--- config.mk ---
export PLATFORM = sky130hd
export DESIGN_NAME = async_serial_baud_parity
export DESIGN_NICKNAME = d
export VERILOG_FILES = /design/src/include/serial_pkg.sv /design/src/async_serial_baud_parity.sv
export SDC_FILE = /design/constraint.sdc
export NUM_CORES = 1
export LEC_CHECK = 0
export BUFFER_PORTS_ARGS = -buffer_cell sky130_fd_sc_hd__buf_4
export CAP_MARGIN = 40
export CORE_MARGIN = 2
export CORE_UTILIZATION = 35
export DETAILED_ROUTE_END_ITERATION = 10
export HOLD_SLACK_MARGIN = 0.03
export PLACE_DENSITY = 0.49
export RECOVER_POWER = 100
export SLEW_MARGIN = 20
export SYNTH_ARGS = -nofsm -noshare
export SYNTH_HDL_FRONTEND = slang
export SYNTH_SLANG_ARGS = --single-unit
--- constraint.sdc ---
create_clock -name clk -period 2.7 [get_ports clk]
set_input_delay 0.405 -clock clk [delete_from_list [all_inputs] [get_ports clk]]
set_output_delay 0.405 -clock clk [all_outputs]
set_load 0.01 [all_outputs]
--- src/include/serial_pkg.sv ---
// Notes on behaviour
// - bit rate equals clock divided by four times divisor plus one
// - baud timer is a 13-bit down counter reloaded from the divisor
// - receive line level is taken at the middle of each bit
// - auto-rate runs only with wake-on-receive off and auto-rate enabled
// - finished auto-rate measurement writes divisor high and low bytes
// - auto-rate count wrapping 0x1fff to zero sets the overflow flag
// - overflow flag cleared by writing zero or clearing auto-rate enable
// - overflow leaves auto-rate enable set
// - ninth tx on, ninth rx off: ninth bit is even or odd parity
// - ninth rx on: check ninth bit parity, flag mismatch as parity error
// - both ninth-bit controls off: frames carry no parity
// - ninth rx with address test: ninth bit marks address, parity ignored
// - frame is start bit, 8 or 9 data bits, one stop bit, NRZ
// - data bits travel least significant bit first
// - transmitter and receiver independent, shared format and rate
// - serial port enable hands both port pins to transmit and receive
// - clearing receive enable clears the framing error flag
// - ninth rx on: ninth bit to status, other eight to rx data
// - second unread frame sets overrun; clearing receive enable clears it
package serial_pkg;
  localparam logic [7:0] OFF_CTRL = 8'h00;
  localparam logic [7:0] OFF_RXC  = 8'h04;
  localparam logic [7:0] OFF_STAT = 8'h08;
  localparam logic [7:0] OFF_DIVH = 8'h0c;
  localparam logic [7:0] OFF_DIVL = 8'h10;
  localparam logic [7:0] OFF_TXD  = 8'h14;
  localparam logic [7:0] OFF_RXD  = 8'h18;
  // control register bits
  localparam int B_SPE  = 0;
  localparam int B_TXEN = 1;
  localparam int B_TX9  = 2;
  localparam int B_TX9D = 3;
  localparam int B_ODD  = 4;
  localparam int B_WUE  = 5;
  // receive and rate control bits
  localparam int B_RXEN = 0;
  localparam int B_RC9  = 1;
  localparam int B_ADT  = 2;
  localparam int B_ABD  = 3;
  // status bits
  localparam int B_RX9  = 0;
  localparam int B_PARITY_ERROR_FLAG = 1;
  localparam int B_FRAMING_ERROR_FLAG = 2;
  localparam int B_OVERRUN_ERROR_FLAG = 3;
  localparam int B_IDLE = 4;
  localparam int B_TEMP = 5;
  localparam int B_OVF  = 6;
  localparam int B_RDY  = 7;
  // timing counts
  localparam int          QUARTERS_PER_BIT = 4;
  localparam logic [1:0]  QTR_LAST         = 2'(QUARTERS_PER_BIT - 1);
  localparam logic [1:0]  QTR_MID          = 2'h1;
  localparam logic [4:0]  ABD_PRE_LAST     = 5'h1f;
  localparam logic [12:0] CNT_MAX          = 13'h1fff;
  localparam logic [2:0]  ABD_EDGE_LAST    = 3'h3;
  localparam logic [3:0]  LAST8            = 4'h7;
  localparam logic [3:0]  LAST9            = 4'h8;

  typedef enum logic [1:0] {TX_IDLE = 2'b00, TX_START = 2'b01, TX_DATA = 2'b10,
                            TX_STOP = 2'b11} tx_state_t;
  typedef enum logic [1:0] {RX_IDLE = 2'b00, RX_START = 2'b01, RX_DATA = 2'b10,
                            RX_STOP = 2'b11} rx_state_t;
  typedef enum logic {AB_IDLE = 1'b0, AB_MEAS = 1'b1} abd_state_t;

  typedef struct packed {
    logic spe; logic tx_en; logic tx9; logic tx9d; logic par_odd; logic wake_on_receive_en;
    logic rx_en; logic rc9; logic adt; logic abd_en;
    logic [15:0] div;
    logic ack; logic [31:0] dat;
    logic s1; logic s2; logic s3; logic rx_lvl; logic rx_prev;
    logic [12:0] brg_cnt; logic qtick;
    tx_state_t tx_st; logic [7:0] tx_buf; logic tx_full; logic [8:0] tx_sh;
    logic [3:0] tx_bits; logic [1:0] tx_q; logic tx_line; logic tx_oe_n;
    rx_state_t rx_st; logic [8:0] rx_sh; logic [3:0] rx_bits; logic [1:0] rx_q;
    logic [7:0] rx_data; logic rx9; logic rx_ready; logic parity_error_flag; logic fe; logic oe;
    abd_state_t abd_st; logic [2:0] abd_edges; logic [4:0] abd_pre;
    logic [12:0] abd_cnt; logic ovf;
  } state_t;

  localparam state_t STATE_RESET = '{tx_st: TX_IDLE, rx_st: RX_IDLE, abd_st: AB_IDLE,
                                     s1: 1'b1, s2: 1'b1, s3: 1'b1, rx_lvl: 1'b1,
                                     rx_prev: 1'b1, tx_line: 1'b1, tx_oe_n: 1'b1,
                                     default: '0};
endpackage : serial_pkg

--- src/async_serial_baud_parity.sv ---
`timescale 1ns/10ps
`default_nettype none
module async_serial_baud_parity
  import serial_pkg::*;
(
  input  wire logic        clk,
  input  wire logic        nrst,
  input  wire logic        wb_cyc_i,
  input  wire logic        wb_stb_i,
  input  wire logic        wb_we_i,
  input  wire logic [7:0]  wb_adr_i,
  input  wire logic [3:0]  wb_sel_i,
  input  wire logic [31:0] wb_dat_i,
  output logic      [31:0] wb_dat_o,
  output logic             wb_ack_o,
  output logic             pt44_out,
  output logic             pt44_oe_n,
  input  wire logic        pt45_in
);

  state_t q;
  state_t d;
  logic   rx_fall;

  // true on the quarter tick that closes a bit
  function automatic logic bit_end(input logic tick, input logic [1:0] qcnt);
    bit_end = tick && (qcnt == QTR_LAST);
  endfunction : bit_end

  // parity over eight data bits, inverted for odd
  function automatic logic par8(input logic [7:0] data, input logic odd);
    par8 = (^data) ^ odd;
  endfunction : par8

  assign rx_fall   = q.rx_prev & ~q.rx_lvl;
  assign wb_dat_o  = q.dat;
  assign wb_ack_o  = q.ack;
  assign pt44_out  = q.tx_line;
  assign pt44_oe_n = q.tx_oe_n;

  // next state of the whole block
  always_comb begin
    logic       req;
    logic       wr;
    logic       wr_txd;
    logic       rx_run;
    logic       abd_run;
    logic       ninth;
    logic [7:0] rbyte;
    logic       drop;
    req     = 1'b0;
    wr      = 1'b0;
    wr_txd  = 1'b0;
    rx_run  = 1'b0;
    abd_run = 1'b0;
    ninth   = 1'b0;
    rbyte   = 8'h00;
    drop    = 1'b0;
    d       = q;
    d.ack   = 1'b0;
    d.qtick = 1'b0;

    // three-stage line synchroniser, level taken when stages two and three agree
    d.s1 = pt45_in;
    d.s2 = q.s1;
    d.s3 = q.s2;
    if (q.s2 == q.s3) begin
      d.rx_lvl = q.s3;
    end
    d.rx_prev = q.rx_lvl;

    // quarter-bit tick: reload every divisor+1 clocks, four per bit
    if (q.brg_cnt == 13'h0000) begin
      d.brg_cnt = q.div[12:0];
      d.qtick   = 1'b1;
    end else begin
      d.brg_cnt = q.brg_cnt - 13'h0001;
    end

    // pins follow the port enable
    d.tx_oe_n = ~q.spe;

    // wishbone classic slave, one wait state
    req = wb_cyc_i & wb_stb_i & ~q.ack;
    wr  = req & wb_we_i & wb_sel_i[0];
    if (req) begin
      d.ack = 1'b1;
      d.dat = 32'h0000_0000;
    end
    if (wr) begin
      unique case (wb_adr_i)
        OFF_CTRL: begin
          d.spe     = wb_dat_i[B_SPE];
          d.tx_en   = wb_dat_i[B_TXEN];
          d.tx9     = wb_dat_i[B_TX9];
          d.tx9d    = wb_dat_i[B_TX9D];
          d.par_odd = wb_dat_i[B_ODD];
          d.wake_on_receive_en     = wb_dat_i[B_WUE];
        end
        OFF_RXC: begin
          d.rx_en  = wb_dat_i[B_RXEN];
          d.rc9    = wb_dat_i[B_RC9];
          d.adt    = wb_dat_i[B_ADT];
          d.abd_en = wb_dat_i[B_ABD];
          if (!wb_dat_i[B_ABD]) begin
            d.ovf = 1'b0;
          end
        end
        OFF_STAT: begin
          if (!wb_dat_i[B_OVF]) begin
            d.ovf = 1'b0;
          end
        end
        OFF_DIVH: d.div[15:8] = wb_dat_i[7:0];
        OFF_DIVL: d.div[7:0] = wb_dat_i[7:0];
        OFF_TXD: begin
          d.tx_buf  = wb_dat_i[7:0];
          d.tx_full = 1'b1;
          wr_txd    = 1'b1;
        end
        default: ;
      endcase
    end
    if (req && !wb_we_i) begin
      unique case (wb_adr_i)
        OFF_CTRL: d.dat[5:0] = {q.wake_on_receive_en, q.par_odd, q.tx9d, q.tx9, q.tx_en, q.spe};
        OFF_RXC:  d.dat[3:0] = {q.abd_en, q.adt, q.rc9, q.rx_en};
        OFF_STAT: d.dat[7:0] = {q.rx_ready, q.ovf, (q.tx_st == TX_IDLE) && !q.tx_full,
                                q.rx_st == RX_IDLE, q.oe, q.fe, q.parity_error_flag, q.rx9};
        OFF_DIVH: d.dat[7:0] = q.div[15:8];
        OFF_DIVL: d.dat[7:0] = q.div[7:0];
        OFF_TXD:  d.dat[7:0] = q.tx_buf;
        OFF_RXD: begin
          d.dat[7:0] = q.rx_data;
          d.rx_ready = 1'b0;
        end
        default: ;
      endcase
    end

    // transmitter, independent of the receiver, same rate and format
    unique case (q.tx_st)
      TX_IDLE: begin
        if (q.tx_en && q.spe && q.tx_full) begin
          if (q.tx9 && !q.rc9) begin
            ninth = par8(q.tx_buf, q.par_odd);
          end else begin
            ninth = q.tx9d;
          end
          d.tx_sh   = {ninth, q.tx_buf};
          d.tx_full = wr_txd;
          d.tx_st   = TX_START;
          d.tx_q    = 2'h0;
          d.tx_line = 1'b0;
        end
      end
      TX_START: begin
        if (q.qtick) begin
          d.tx_q = q.tx_q + 2'h1;
        end
        if (bit_end(q.qtick, q.tx_q)) begin
          d.tx_st   = TX_DATA;
          d.tx_bits = 4'h0;
          d.tx_line = q.tx_sh[0];
        end
      end
      TX_DATA: begin
        if (q.qtick) begin
          d.tx_q = q.tx_q + 2'h1;
        end
        if (bit_end(q.qtick, q.tx_q)) begin
          if (q.tx_bits == (q.tx9 ? LAST9 : LAST8)) begin
            d.tx_st   = TX_STOP;
            d.tx_line = 1'b1;
          end else begin
            d.tx_sh   = {1'b0, q.tx_sh[8:1]};
            d.tx_line = q.tx_sh[1];
            d.tx_bits = q.tx_bits + 4'h1;
          end
        end
      end
      TX_STOP: begin
        if (q.qtick) begin
          d.tx_q = q.tx_q + 2'h1;
        end
        if (bit_end(q.qtick, q.tx_q)) begin
          d.tx_st = TX_IDLE;
        end
      end
    endcase

    // receiver, idle while auto-rate or wake-on-receive is active
    rx_run = q.rx_en & q.spe & ~q.wake_on_receive_en & ~q.abd_en;
    unique case (q.rx_st)
      RX_IDLE: begin
        if (rx_fall) begin
          d.rx_st = RX_START;
          d.rx_q  = 2'h0;
        end
      end
      RX_START: begin
        if (q.qtick) begin
          d.rx_q = q.rx_q + 2'h1;
          if (q.rx_q == QTR_MID) begin
            d.rx_q = 2'h0;
            // false start if the line is high again mid start bit
            d.rx_st   = q.rx_lvl ? RX_IDLE : RX_DATA;
            d.rx_bits = 4'h0;
          end
        end
      end
      RX_DATA: begin
        if (q.qtick) begin
          d.rx_q = q.rx_q + 2'h1;
        end
        if (bit_end(q.qtick, q.rx_q)) begin
          d.rx_sh   = {q.rx_lvl, q.rx_sh[8:1]};
          d.rx_bits = q.rx_bits + 4'h1;
          if (q.rx_bits == (q.rc9 ? LAST9 : LAST8)) begin
            d.rx_st = RX_STOP;
          end
        end
      end
      RX_STOP: begin
        if (q.qtick) begin
          d.rx_q = q.rx_q + 2'h1;
        end
        if (bit_end(q.qtick, q.rx_q)) begin
          d.rx_st = RX_IDLE;
          d.fe    = ~q.rx_lvl;
          rbyte   = q.rc9 ? q.rx_sh[7:0] : q.rx_sh[8:1];
          ninth   = q.rc9 & q.rx_sh[8];
          // address test drops frames whose ninth bit is clear
          drop    = q.rc9 & q.adt & ~ninth;
          if (!drop) begin
            if (q.rx_ready && d.rx_ready) begin
              d.oe = 1'b1;
            end else begin
              d.rx_data  = rbyte;
              d.rx9      = ninth;
              d.parity_error_flag     = q.rc9 & ~q.adt & (par8(rbyte, q.par_odd) ^ ninth);
              d.rx_ready = 1'b1;
            end
          end
        end
      end
    endcase
    if (!rx_run) begin
      d.rx_st = RX_IDLE;
    end
    if (!q.rx_en) begin
      d.fe = 1'b0;
      d.oe = 1'b0;
    end

    // auto-rate: time four bit pairs of 0x55, 32 clocks per count
    abd_run = q.abd_en & ~q.wake_on_receive_en & q.spe;
    unique case (q.abd_st)
      AB_IDLE: begin
        if (abd_run && rx_fall) begin
          d.abd_st    = AB_MEAS;
          d.abd_edges = 3'h0;
          d.abd_pre   = 5'h00;
          d.abd_cnt   = 13'h0000;
        end
      end
      AB_MEAS: begin
        d.abd_pre = q.abd_pre + 5'h01;
        if (q.abd_pre == ABD_PRE_LAST) begin
          d.abd_cnt = q.abd_cnt + 13'h0001;
          if (q.abd_cnt == CNT_MAX) begin
            d.ovf = 1'b1;
          end
        end
        if (rx_fall) begin
          d.abd_edges = q.abd_edges + 3'h1;
          if (q.abd_edges == ABD_EDGE_LAST) begin
            d.div      = {3'h0, q.abd_cnt - 13'h0001};
            d.abd_en   = 1'b0;
            d.rx_ready = 1'b1;
            d.abd_st   = AB_IDLE;
          end
        end
      end
    endcase
    if (!abd_run) begin
      d.abd_st = AB_IDLE;
    end
  end

  // single state register
  always_ff @(posedge clk or negedge nrst) begin
    if (!nrst) begin
      q <= STATE_RESET;
    end else begin
      q <= d;
    end
  end

  // checks on bus, line and flags
  a_ack_single_pulse: assert property (@(posedge clk) disable iff (!nrst)
    q.ack |=> !q.ack) else $error("ack held longer than one cycle");
  a_tick_reload: assert property (@(posedge clk) disable iff (!nrst)
    q.qtick |-> q.brg_cnt == $past(q.div[12:0])) else $error("timer not reloaded");
  a_false_start_drop: assert property (@(posedge clk) disable iff (!nrst)
    (q.rx_st == RX_START && q.qtick && q.rx_q == QTR_MID && q.rx_lvl) |=> q.rx_st == RX_IDLE)
    else $error("false start accepted");
  a_abd_gate: assert property (@(posedge clk) disable iff (!nrst)
    (q.abd_st == AB_IDLE && !(q.abd_en && !q.wake_on_receive_en && q.spe)) |=> q.abd_st == AB_IDLE)
    else $error("auto-rate started while disallowed");
  a_abd_result: assert property (@(posedge clk) disable iff (!nrst)
    (q.abd_st == AB_MEAS && rx_fall && q.abd_edges == ABD_EDGE_LAST)
    |=> (q.div == {3'h0, $past(q.abd_cnt) - 13'h0001}) && !q.abd_en && q.rx_ready)
    else $error("auto-rate result not stored");
  a_ovf_on_wrap: assert property (@(posedge clk) disable iff (!nrst)
    (q.abd_st == AB_MEAS && q.abd_pre == ABD_PRE_LAST && q.abd_cnt == CNT_MAX) |=> q.ovf)
    else $error("overflow not flagged");
  a_ovf_keeps_en: assert property (@(posedge clk) disable iff (!nrst)
    $rose(q.ovf) |-> q.abd_en) else $error("enable dropped on overflow");
  a_tx_parity: assert property (@(posedge clk) disable iff (!nrst)
    ($rose(q.tx_st == TX_START) && $past(q.tx9) && !$past(q.rc9))
    |-> q.tx_sh[8] == par8(q.tx_sh[7:0], $past(q.par_odd))) else $error("bad tx parity");
  a_parity_error_flag_source: assert property (@(posedge clk) disable iff (!nrst)
    $rose(q.parity_error_flag) |-> $past(q.rc9) && !$past(q.adt)) else $error("parity flag in wrong mode");
  a_err_clear_off: assert property (@(posedge clk) disable iff (!nrst)
    !q.rx_en |=> !q.fe && !q.oe) else $error("error flags survive receive disable");
  a_pins_assigned: assert property (@(posedge clk) disable iff (!nrst)
    ##1 (q.tx_oe_n == !$past(q.spe))) else $error("pin drive not tied to port enable");
  a_line_high_idle: assert property (@(posedge clk) disable iff (!nrst)
    (q.tx_st == TX_IDLE || q.tx_st == TX_STOP) |-> q.tx_line) else $error("line low outside frame");

  // timer counts down by one between reloads
  a_brg_countdown: assert property (@(posedge clk) disable iff (!nrst)
    q.brg_cnt != 13'h0000 |=> q.brg_cnt == $past(q.brg_cnt) - 13'h0001)
    else $error("timer skipped a count");

  // software clears of the overflow flag, outside a measurement
  a_ovf_stat_clear: assert property (@(posedge clk) disable iff (!nrst)
    (wb_cyc_i && wb_stb_i && !q.ack && wb_we_i && wb_sel_i[0] && wb_adr_i == OFF_STAT
     && !wb_dat_i[B_OVF] && q.abd_st != AB_MEAS) |=> !q.ovf)
    else $error("overflow kept after zero write");
  a_ovf_en_clear: assert property (@(posedge clk) disable iff (!nrst)
    (wb_cyc_i && wb_stb_i && !q.ack && wb_we_i && wb_sel_i[0] && wb_adr_i == OFF_RXC
     && !wb_dat_i[B_ABD] && q.abd_st != AB_MEAS) |=> !q.ovf)
    else $error("overflow kept after enable clear");

  // plain eight-bit frames never report a parity error
  a_no_parity_8: assert property (@(posedge clk) disable iff (!nrst)
    (q.rx_st == RX_STOP && !q.rc9) ##1 (q.rx_st == RX_IDLE && $rose(q.rx_ready)) |-> !q.parity_error_flag)
    else $error("parity flag on plain frame");

  // receive flags and stored ninth bit
  a_overrun_src: assert property (@(posedge clk) disable iff (!nrst)
    $rose(q.oe) |-> $past(q.rx_ready) && $past(q.rx_st == RX_STOP))
    else $error("overrun without unread frame");
  a_rxd_read_clears: assert property (@(posedge clk) disable iff (!nrst)
    (wb_cyc_i && wb_stb_i && !q.ack && !wb_we_i && wb_adr_i == OFF_RXD
     && q.rx_st != RX_STOP && q.abd_st != AB_MEAS) |=> !q.rx_ready)
    else $error("receive event kept after data read");
  a_stop_to_fe: assert property (@(posedge clk) disable iff (!nrst)
    (q.rx_st == RX_STOP && bit_end(q.qtick, q.rx_q) && q.rx_en && q.spe && !q.wake_on_receive_en && !q.abd_en)
    |=> q.fe == !$past(q.rx_lvl)) else $error("framing flag not from stop bit");
  a_ninth_stored: assert property (@(posedge clk) disable iff (!nrst)
    ($rose(q.rx_ready) && $past(q.rx_st == RX_STOP))
    |-> q.rx9 == ($past(q.rc9) && $past(q.rx_sh[8]))) else $error("ninth bit not stored");

endmodule : async_serial_baud_parity
`default_nettype wire

After elaboration in Yosys (flattened, before gate mapping)
Cells that the tools add are included.
Widths: inputs -> output; s select.
{ "totals": {"ff_bits": 135, "wordCells": 248, "in_bits": 50, "output_inout_bits": 35} }
{ "op_classes": {"bitwise_logic": 28, "reduce_logical": 41, "mux": 81, "eq_ne": 46, "addsub": 9} }
{ "op_table": {"columns": ["operator", "n"], "rows": [
  ["$mux 17", 4],
  ["$pmux 22 s2", 1],
  ["$mux 13", 3],
  ["$mux 2", 18],
  ["$mux 33", 1],
  ["$mux 8", 4],
  ["$pmux 4 s7", 1],
  ["$sub 13x1->13 const B", 2],
  ["$mux 1", 25],
  ["$eq 8x5->1 const B", 3],
  ["$mux 4", 6],
  ["$reduce_and 4->1", 6],
  ["$mux 22", 1],
  ["$ne 2x2->1 const B", 11],
  ["$ne 3x3->1 const B", 6],
  ["$pmux 9 s2", 1],
  ["$eq 8x4->1 const B", 2],
  ["$ne 2x1->1 const B", 8],
  ["$pmux 2 s4", 2],
  ["$pmux 4 s2", 2],
  ["$reduce_and 2->1", 8],
  ["$reduce_xor 8->1", 2],
  ["$and 1x1->1", 15],
  ["$mux 15", 1],
  ["other kinds (37)", 72]
]} }

Depth between registers and ports, before layout
Gate-level depths: netlist of the first run.
{ "logic_depth": {"ltp_word": 12, "mapped_depth": 9} }

Worst setup path after synthesis of the first run
OpenSTA, ideal clock, no wires.
{ "synth_timing": {"kind": "input to register", "from": "input wb_adr_i[7]", "to": "register q[139] (netlist name)", "arrival_ns": 1.747, "required_time_ns": 2.571, "setup_ns": 0.129, "cell_stages": 7, "slack_ns": 0.823, "path_cell_list": "or3_1 -> buf_2 -> nor3_4 -> and3_1 -> buf_6 -> mux2i_1 -> o21bai_2"} }
{ "synth_lines": {"columns": ["element", "line_no", "rtl"], "rows": [
  ["start: declaration", "async_serial_baud_parity.sv:11", "input wire logic [7:0] wb_adr_i,"],
  ["end signal: assignment", "async_serial_baud_parity.sv:294", "q <= STATE_RESET;"],
  ["end signal: assignment", "async_serial_baud_parity.sv:296", "q <= d;"],
  ["end: declaration", "async_serial_baud_parity.sv:21", "state_t q;"]
]} }

==> flow_metrics.py, run 1 <==
metrics = {
    "run_status": {
        "status": "finished, final reports clean",
    },
    "global_routing": {
        "grt_pass1_wl_mm": 30.61,
        "grt_remaining_overflow": 0,
        "grt_usage_pct": 17.62,
        "grt_pass1_vias": 5567,
        "antenna_found_initial": 0,
        "grt_max_degree": 56,
    },
    "min_path": {
        "hp-class": "primary input to flip-flop",
        "worstHoldEndpoint": "d[98]",
        "min_from": "pt45_in",
        "min_path_cells": 1,
    },
    "worst_setup_path": {
        "critPathArrivalTime_ns": 2.56,
        "path_max_fanout": 20,
        "rr_startpoint": "q[84]",
        "r2r_setup_slack_ns": 0.42,
        "cp_top_family": "simple AND/OR/NAND/NOR gates",
        "path_buf_inv": 0,
        "critPathCaptureType": "flip-flop",
        "rr_worst_depth": 5,
        "slowest_stage": "nor4_1",
        "worst_ep_required_time_ns": 2.98,
        "crit_type": "flip-flop to flip-flop",
        "crit_chain": "nor4_1 -> nand4bb_2 -> or3_4 -> nor2_1 -> a31oi_1",
        "max_stage_delay_ns": 0.67,
        "start_kind": "flip-flop",
        "regToRegEndpoint": "q[89]",
    },
    "place": {
        "dp_hpwl_mm": 13.57,
        "io_buffers": 33,
        "pre_cts_ws_ns": 0.3433,
        "gp_congestion": 0.8391,
    },
    "power_and_ir_drop": {
        "ir_drop_v": 0.0003404,
        "p_leak_nw": 3.887,
        "power_density_nw_per_um2": 608.7,
        "power.total_mw": 5.136,
    },
    "timing": {
        "finalSetupViolations": 0,
        "worst_slack_ns": 0.4239,
        "setup_total_negative_slack_ns": 0,
        "fin_crit_ns": 2.276,
        "slew_viol_final": 0,
        "maxSlewHeadroom_pct": 4.804,
        "worstMarginPinSlew_ns": 1.428,
        "fmax_mhz": 439.3,
        "finalCritPeriodShare_pct": 84.30,
        "skew_ns": 0.009237,
        "hold_viol": 0,
        "rsz0062_at_grt": "false",
    },
    "synth": {
        "synth.avg_cell_area_um2": 9.828,
        "synthDistinctLibCells": 72,
        "synth.area.top_cells": "dfrtp_1 (43%), mux2i_1 (5.6%), nand2_1 (5.2%)",
        "async_flop_share_pct": 100.0,
        "synth_ff_type": "dfrtp_1",
        "synth_top_area_share_pct": 42.94,
        "yosysWarnings": 0,
        "syn_area_um2": 7460,
        "syn_inst": 759,
        "yosysTopAreaCell": "dfrtp_1",
        "synth-seq-cells": 135,
        "synth-edff-count": 0,
        "seq_area_frac_synth_pct": 45.40,
    },
    "floorplan": {
        "rows": 53,
        "fp.dieW_um": 150.0,
        "dieHeight_um": 150.0,
        "die_area_um2": 22500,
        "core-area_um2": 20960,
        "pin_count": 85,
        "initial_utilization_pct": 35.60,
    },
    "cts": {
        "cts_inserted_buffers": 17,
        "ctsResizeCount": 0,
        "cts.clk_slew.worst_paths_ns": 0.06,
        "cts_tree": "yes",
        "clockBufferDepth": 2,
        "postCtsSetupRepairBufs": 0,
        "cts_root_buf": "clkbuf_16",
        "cts.sinks": 135,
        "clock_latency_ns": 0.42,
        "htreeDepth": 4,
        "hold_buffers": 1,
    },
    "layout": {
        "final_util_pct": 40.27,
        "diodes": 0,
        "areaGrowthSynthToFinish_pct": 13.12,
        "num-nets-final": 853,
        "drive_above_1_share_pct": 12.77,
    },
    "drt": {
        "viasPerCell": 5.253,
        "num_vias": 5642,
        "drcViolationCount": 0,
        "drt-total-wl_mm": 18.64,
        "drtPass1Iterations": 5,
        "final_antenna_net_count": 0,
        "wl_per_cell_um": 17.35,
        "drt-initial-drc-count": 384,
    },
    "flow_run": {
        "drv_cap": 0,
    },
}
[cell families (layout without fill, tap and decap cells)]
kind of cell | count (synthesis) | count (layout) | share of synthesized area (%)
other | 1 | 24 | 0.05027
multiplexers | 66 | 66 | 9.410
XOR/XNOR | 41 | 41 | 4.998
AND/OR/NAND/NOR | 266 | 266 | 18.10
buffers and inverters | 91 | 108 | 6.659
adder cells (fa/ha/maj) | 18 | 18 | 2.986
AO/OA/AOI/OAI | 141 | 141 | 12.40
flip-flops | 135 | 135 | 45.40
[metrics by stage]
| step | hold slack (ns) | std cells | area [µm²] |
|---|---|---|---|
| 3_5_place_dp | 0.3470 | 1041 | 7883 |
| 4_1_cts | 0.07972 | 1074 | 8567 |
| 2_1_floorplan | 0.1094 | 782 | 7546 |
| 5_1_grt | 0.07627 | 1074 | 8438 |
| 3_3_place_gp | 0.3480 | 1041 | 7883 |
| 6_report | 0.1004 | 1074 | 8438 |
[synthesized netlist by cell type, types with 4 or more instances]
| cell | n |
|---|---|
| o21ai_0 | 49 |
| nand2_1 | 103 |
| buf_4 | 33 |
| nand3b_1 | 4 |
| dfstp_2 | 7 |
| inv_1 | 24 |
| mux2_2 | 23 |
| nand3_1 | 32 |
| dfrtp_1 | 128 |
| nor3_1 | 12 |
| nand2b_1 | 6 |
| a32oi_1 | 6 |
| a21oi_1 | 20 |
| xor2_1 | 16 |
| ha_1 | 17 |
| buf_2 | 7 |
| a31oi_1 | 4 |
| clkbuf_1 | 22 |
| a22o_1 | 21 |
| nor4b_1 | 4 |
| or3_1 | 4 |
| a21o_1 | 8 |
| a22oi_1 | 5 |
| o21ai_1 | 5 |
| xnor2_1 | 24 |
| mux2i_1 | 42 |
| o22ai_1 | 4 |
| nor2_1 | 57 |
| and2_1 | 5 |
| and3_1 | 7 |
[routing by layer]
layer	wire length [µm]	GRT usage, %
met2	8726	27.95
met4	427	6.557
met1	8657	23.78
met5	0	0
met3	824	3.598
[worst max path at each step]
stage	from	to	slack, ns	cells past startpoint
finish	q[84]	q[89]	0.42	5
global route	q[5]	q[142]	0.26	5
CTS	q[84]	q[89]	0.62	5
detailed placement	wb_adr_i[7]	q[136]	0.34	6
global placement	wb_adr_i[7]	q[136]	0.40	6
floorplan	wb_adr_i[7]	q[139]	0.82	7
[state kept, by name, summed over array words and instances (netlist names)]
register   flops
pt44_out       1
pt44_oe_n      1
wb_dat_o       8
d              3
wb_ack_o       1
q            121
[layout make-up]
type | count | area (µm²)
Multi-Input combinational cell | 556 | 3612
Inverter | 24 | 90.09
Timing Repair Buffer | 52 | 330.3
Clock inverter | 11 | 193.9
Sequential cell | 135 | 3387
Clock buffer | 21 | 480.5
Fill cell | 2085 | 12520
Tap cell | 275 | 344.1
[power breakdown]
part / internal, mW / switching [mW]
logic: 0.156 / 0.263
clock network: 1.74 / 0.891
registers: 2.06 / 0.0292
total: 3.95 / 1.18
[layout by cell type, fill, tap and decap left out, types with 4 or more instances in the layout]
| master | instances |
|---|---|
| nor2_1 | 58 |
| inv_1 | 24 |
| a21o_1 | 8 |
| xor2_1 | 16 |
| ha_1 | 17 |
| nand3_1 | 33 |
| a22oi_1 | 5 |
| mux2_2 | 22 |
| bufinv_16 | 5 |
| dfrtp_1 | 128 |
| clkbuf_1 | 18 |
| nand2b_1 | 6 |
| xnor2_1 | 24 |
| or3_1 | 4 |
| clkbuf_16 | 17 |
| buf_4 | 28 |
| nand3b_1 | 4 |
| a32oi_1 | 6 |
| conb_1 | 24 |
| clkbuf_8 | 4 |
| nor3_1 | 13 |
| mux2i_1 | 42 |
| a31oi_1 | 4 |
| a21oi_1 | 20 |
| nor4_1 | 5 |
| dfstp_2 | 5 |
| and3_1 | 7 |
| nor4b_1 | 4 |
| nand2_1 | 104 |
| o21ai_0 | 54 |
| a22o_1 | 21 |
| o22ai_1 | 4 |
(Power assumes the default switching activity.)
==> inputs of run 2 (changes only) <==
--- a/config.mk
+++ b/config.mk
@@ -5,13 +5,14 @@
 export SDC_FILE = /design/constraint.sdc
 export NUM_CORES = 1
 export LEC_CHECK = 0
+export ABC_AREA = 1
 export BUFFER_PORTS_ARGS = -buffer_cell sky130_fd_sc_hd__buf_4
 export CAP_MARGIN = 40
 export CORE_MARGIN = 2
 export CORE_UTILIZATION = 35
 export DETAILED_ROUTE_END_ITERATION = 10
 export HOLD_SLACK_MARGIN = 0.03
-export PLACE_DENSITY = 0.49
+export PLACE_DENSITY = 0.51
 export RECOVER_POWER = 100
 export SLEW_MARGIN = 20
 export SYNTH_ARGS = -nofsm -noshare
==> constraint.sdc (replaced) <==
create_clock -name clk -period 1.87 [get_ports clk]
set_input_delay 0.2805 -clock clk [delete_from_list [all_inputs] [get_ports clk]]
set_output_delay 0.2805 -clock clk [all_outputs]
set_load 0.01 [all_outputs]
==> flow_metrics.py, run 2 <==
metrics = {
    "flow_run": {
        "drv_cap": 0,
    },
    "layout": {
        "n_fill_cell": 2190,
        "layout_common_cells": "nand2_1 (281), dfrtp_1 (128), o21ai_0 (114)",
        "diodes": 0,
        "drive_above_1_share_pct": 12.09,
        "regMostFlops": "q",
        "final_common_cell": "nand2_1",
        "fin_area_um2": 8678,
        "largest_reg_flops": 121,
        "areaGrowthSynthToFinish_pct": 15.33,
        "num-nets-final": 1096,
        "final_util_pct": 41.15,
    },
    "synth": {
        "async_flop_share_pct": 100.0,
        "syn_area_um2": 7525,
        "synth-seq-cells": 135,
        "yosysWarnings": 0,
        "seq_area_frac_synth_pct": 45.01,
        "synth_top_area_share_pct": 42.57,
        "synth.avg_cell_area_um2": 7.757,
        "synth.area.top_cells": "dfrtp_1 (43%), nand2_1 (14%), o21ai_0 (6.3%)",
        "yosysTopAreaCell": "dfrtp_1",
        "synth-edff-count": 0,
        "synthDistinctLibCells": 52,
        "synth_most_common_cell": "nand2_1",
        "ys_top_cells_by_count": "nand2_1 (280), dfrtp_1 (128), inv_1 (96), o21ai_0 (95), nor2_1 (69)",
        "syn_inst": 970,
        "synth_ff_type": "dfrtp_1",
    },
    "worst_setup_path": {
        "start_kind": "flip-flop",
        "worst_ep_required_time_ns": 2.16,
        "path_max_fanout": 13,
        "critPathCaptureType": "flip-flop",
        "critPathArrivalTime_ns": 2.00,
        "r2r_setup_slack_ns": 0.17,
        "rr_worst_depth": 8,
        "regToRegEndpoint": "q[136]",
        "crit_type": "flip-flop to flip-flop",
        "rr_startpoint": "d[95]",
    },
    "cts": {
        "cts_inserted_buffers": 17,
        "postCtsSetupRepairBufs": 0,
        "cts_root_buf": "clkbuf_16",
        "htreeDepth": 4,
        "clock_latency_ns": 0.42,
        "clockBufferDepth": 2,
        "cts_tree": "yes",
        "cts.clk_slew.worst_paths_ns": 0.06,
        "cts.sinks": 135,
    },
    "place": {
        "dp_hpwl_mm": 13.88,
        "pre_cts_ws_ns": 0.1382,
        "io_buffers": 33,
        "postPlaceCellArea_um2": 8145,
        "gp_congestion": 0.8466,
    },
    "run_status": {
        "status": "finished, final reports clean",
    },
    "floorplan": {
        "die_area_um2": 22690,
        "dieHeight_um": 150.6,
        "fp.dieW_um": 150.6,
        "pin_count": 85,
        "rows": 53,
        "initial_utilization_pct": 35.68,
        "core-area_um2": 21090,
    },
    "timing": {
        "fin_crit_ns": 1.701,
        "setup_total_negative_slack_ns": 0,
        "finalSetupViolations": 0,
        "finalCritPeriodShare_pct": 90.97,
        "skew_ns": 0.01062,
        "slew_viol_final": 0,
        "maxSlewHeadroom_pct": 19.28,
        "worst_slack_ns": 0.1689,
        "worstMarginPinSlew_ns": 1.211,
        "fmax_mhz": 587.9,
        "rsz0062_at_grt": "false",
        "hold_viol": 0,
    },
    "power_and_ir_drop": {
        "power_density_nw_per_um2": 816.5,
        "p_leak_nw": 4.228,
        "ir_drop_v": 0.0005154,
    },
    "global_routing": {
        "grt_remaining_overflow": 0,
        "grt_usage_pct": 16.86,
        "antenna_found_initial": 0,
        "grt_max_degree": 43,
        "grt_pass1_vias": 5849,
        "grt_pass1_wl_mm": 29.94,
    },
    "min_path": {
        "hp-class": "primary input to flip-flop",
        "min_path_cells": 3,
        "worstHoldEndpoint": "q[139]",
        "min_from": "wb_dat_i[6]",
    },
    "drt": {
        "drcViolationCount": 0,
        "final_antenna_net_count": 0,
        "wl_per_cell_um": 13.72,
        "drt-initial-drc-count": 363,
        "num_vias": 6204,
        "drt-total-wl_mm": 18.07,
        "viasPerCell": 4.711,
        "drtPass1Iterations": 4,
    },
}
[run 2: kinds of logic after synthesis]
| family | count (synthesis) | share of synthesized area, % |
|---|---|---|
| buffers and inverters | 159 | 10.23 |
| adders and majority gates | 18 | 2.960 |
| other | 1 | 0.04984 |
| and+or+nand+nor | 449 | 25.46 |
| muxes | 2 | 0.2661 |
| xor gates and xnor gates | 19 | 2.212 |
| AOI/OAI and AO/OA | 187 | 13.82 |
| DFF | 135 | 45.01 |
[run 2: area by class of cell]
cell class | instances | area [µm²] | share of cell area (%)
Clock buffer | 21 | 470.5 | 5.421
Clock inverter | 11 | 123.9 | 1.427
Timing Repair Buffer | 68 | 490.5 | 5.652
Tap cell | 275 | 344.1 | 3.965
Multi-Input combinational cell | 699 | 3457 | 39.84
Inverter | 108 | 405.4 | 4.671
Sequential cell | 135 | 3387 | 39.03
[run 2: power breakdown]
group | total (mW) | switching, mW | internal [mW]
clock | 3.37 | 1.30 | 2.07
combinational | 0.708 | 0.481 | 0.227
sequential | 3.01 | 0.0359 | 2.97
total | 7.09 | 1.82 | 5.27
[run 2: worst max path at each step]
stage,from,endpoint,slack (ns),cells after the start
2_1_floorplan,q[14],q[13],0.24,11
3_3_place_gp,q[14],q[13],0.15,11
3_5_place_dp,q[14],q[13],0.14,11
4_1_cts,q[14],q[13],0.12,11
5_1_grt,q[79],q[60],0.004,8
6_report,d[95],q[136],0.17,8
[run 2: timing repair]
| item | in CTS | in global routing |
|---|---|---|
| endpoints found under the setup margin | 0 | 8 |
| hold buffers | 2 | 0 |
| hold endpoints to repair | 38 | 0 |
| gates resized for setup | 0 | 4 |
[run 2: per-layer routing]
layer | vias up | track usage (%) | wire length, µm
li1 | 3222 | - | -
met1 | 2857 | 24.18 | 9021
met2 | 97 | 25.34 | 7943
met3 | 28 | 2.909 | 639
met4 | 0 | 6.542 | 464
met5 | - | 0 | 0
[run 2: stage by stage]
step	hold slack, ns	power [mW]	instances
after global routing	0.1255	7.391	1317
after global placement	0.2385	3.787	1283
after detailed placement	0.2387	3.788	1283
after CTS	0.09221	7.187	1317
after floorplan	-0.01509	3.524	993
final	0.1025	7.086	1317
[run 2: critical path, stage by stage (launching register included)]
cell and delay [ns]:
dfstp_2 0.57, inv_1 0.07, nand2_1 0.11, nor2_1 0.09, inv_2 0.09, nor2_4 0.05, clkbuf_2 0.22, a211oi_1 0.32
a21oi_1 0.07
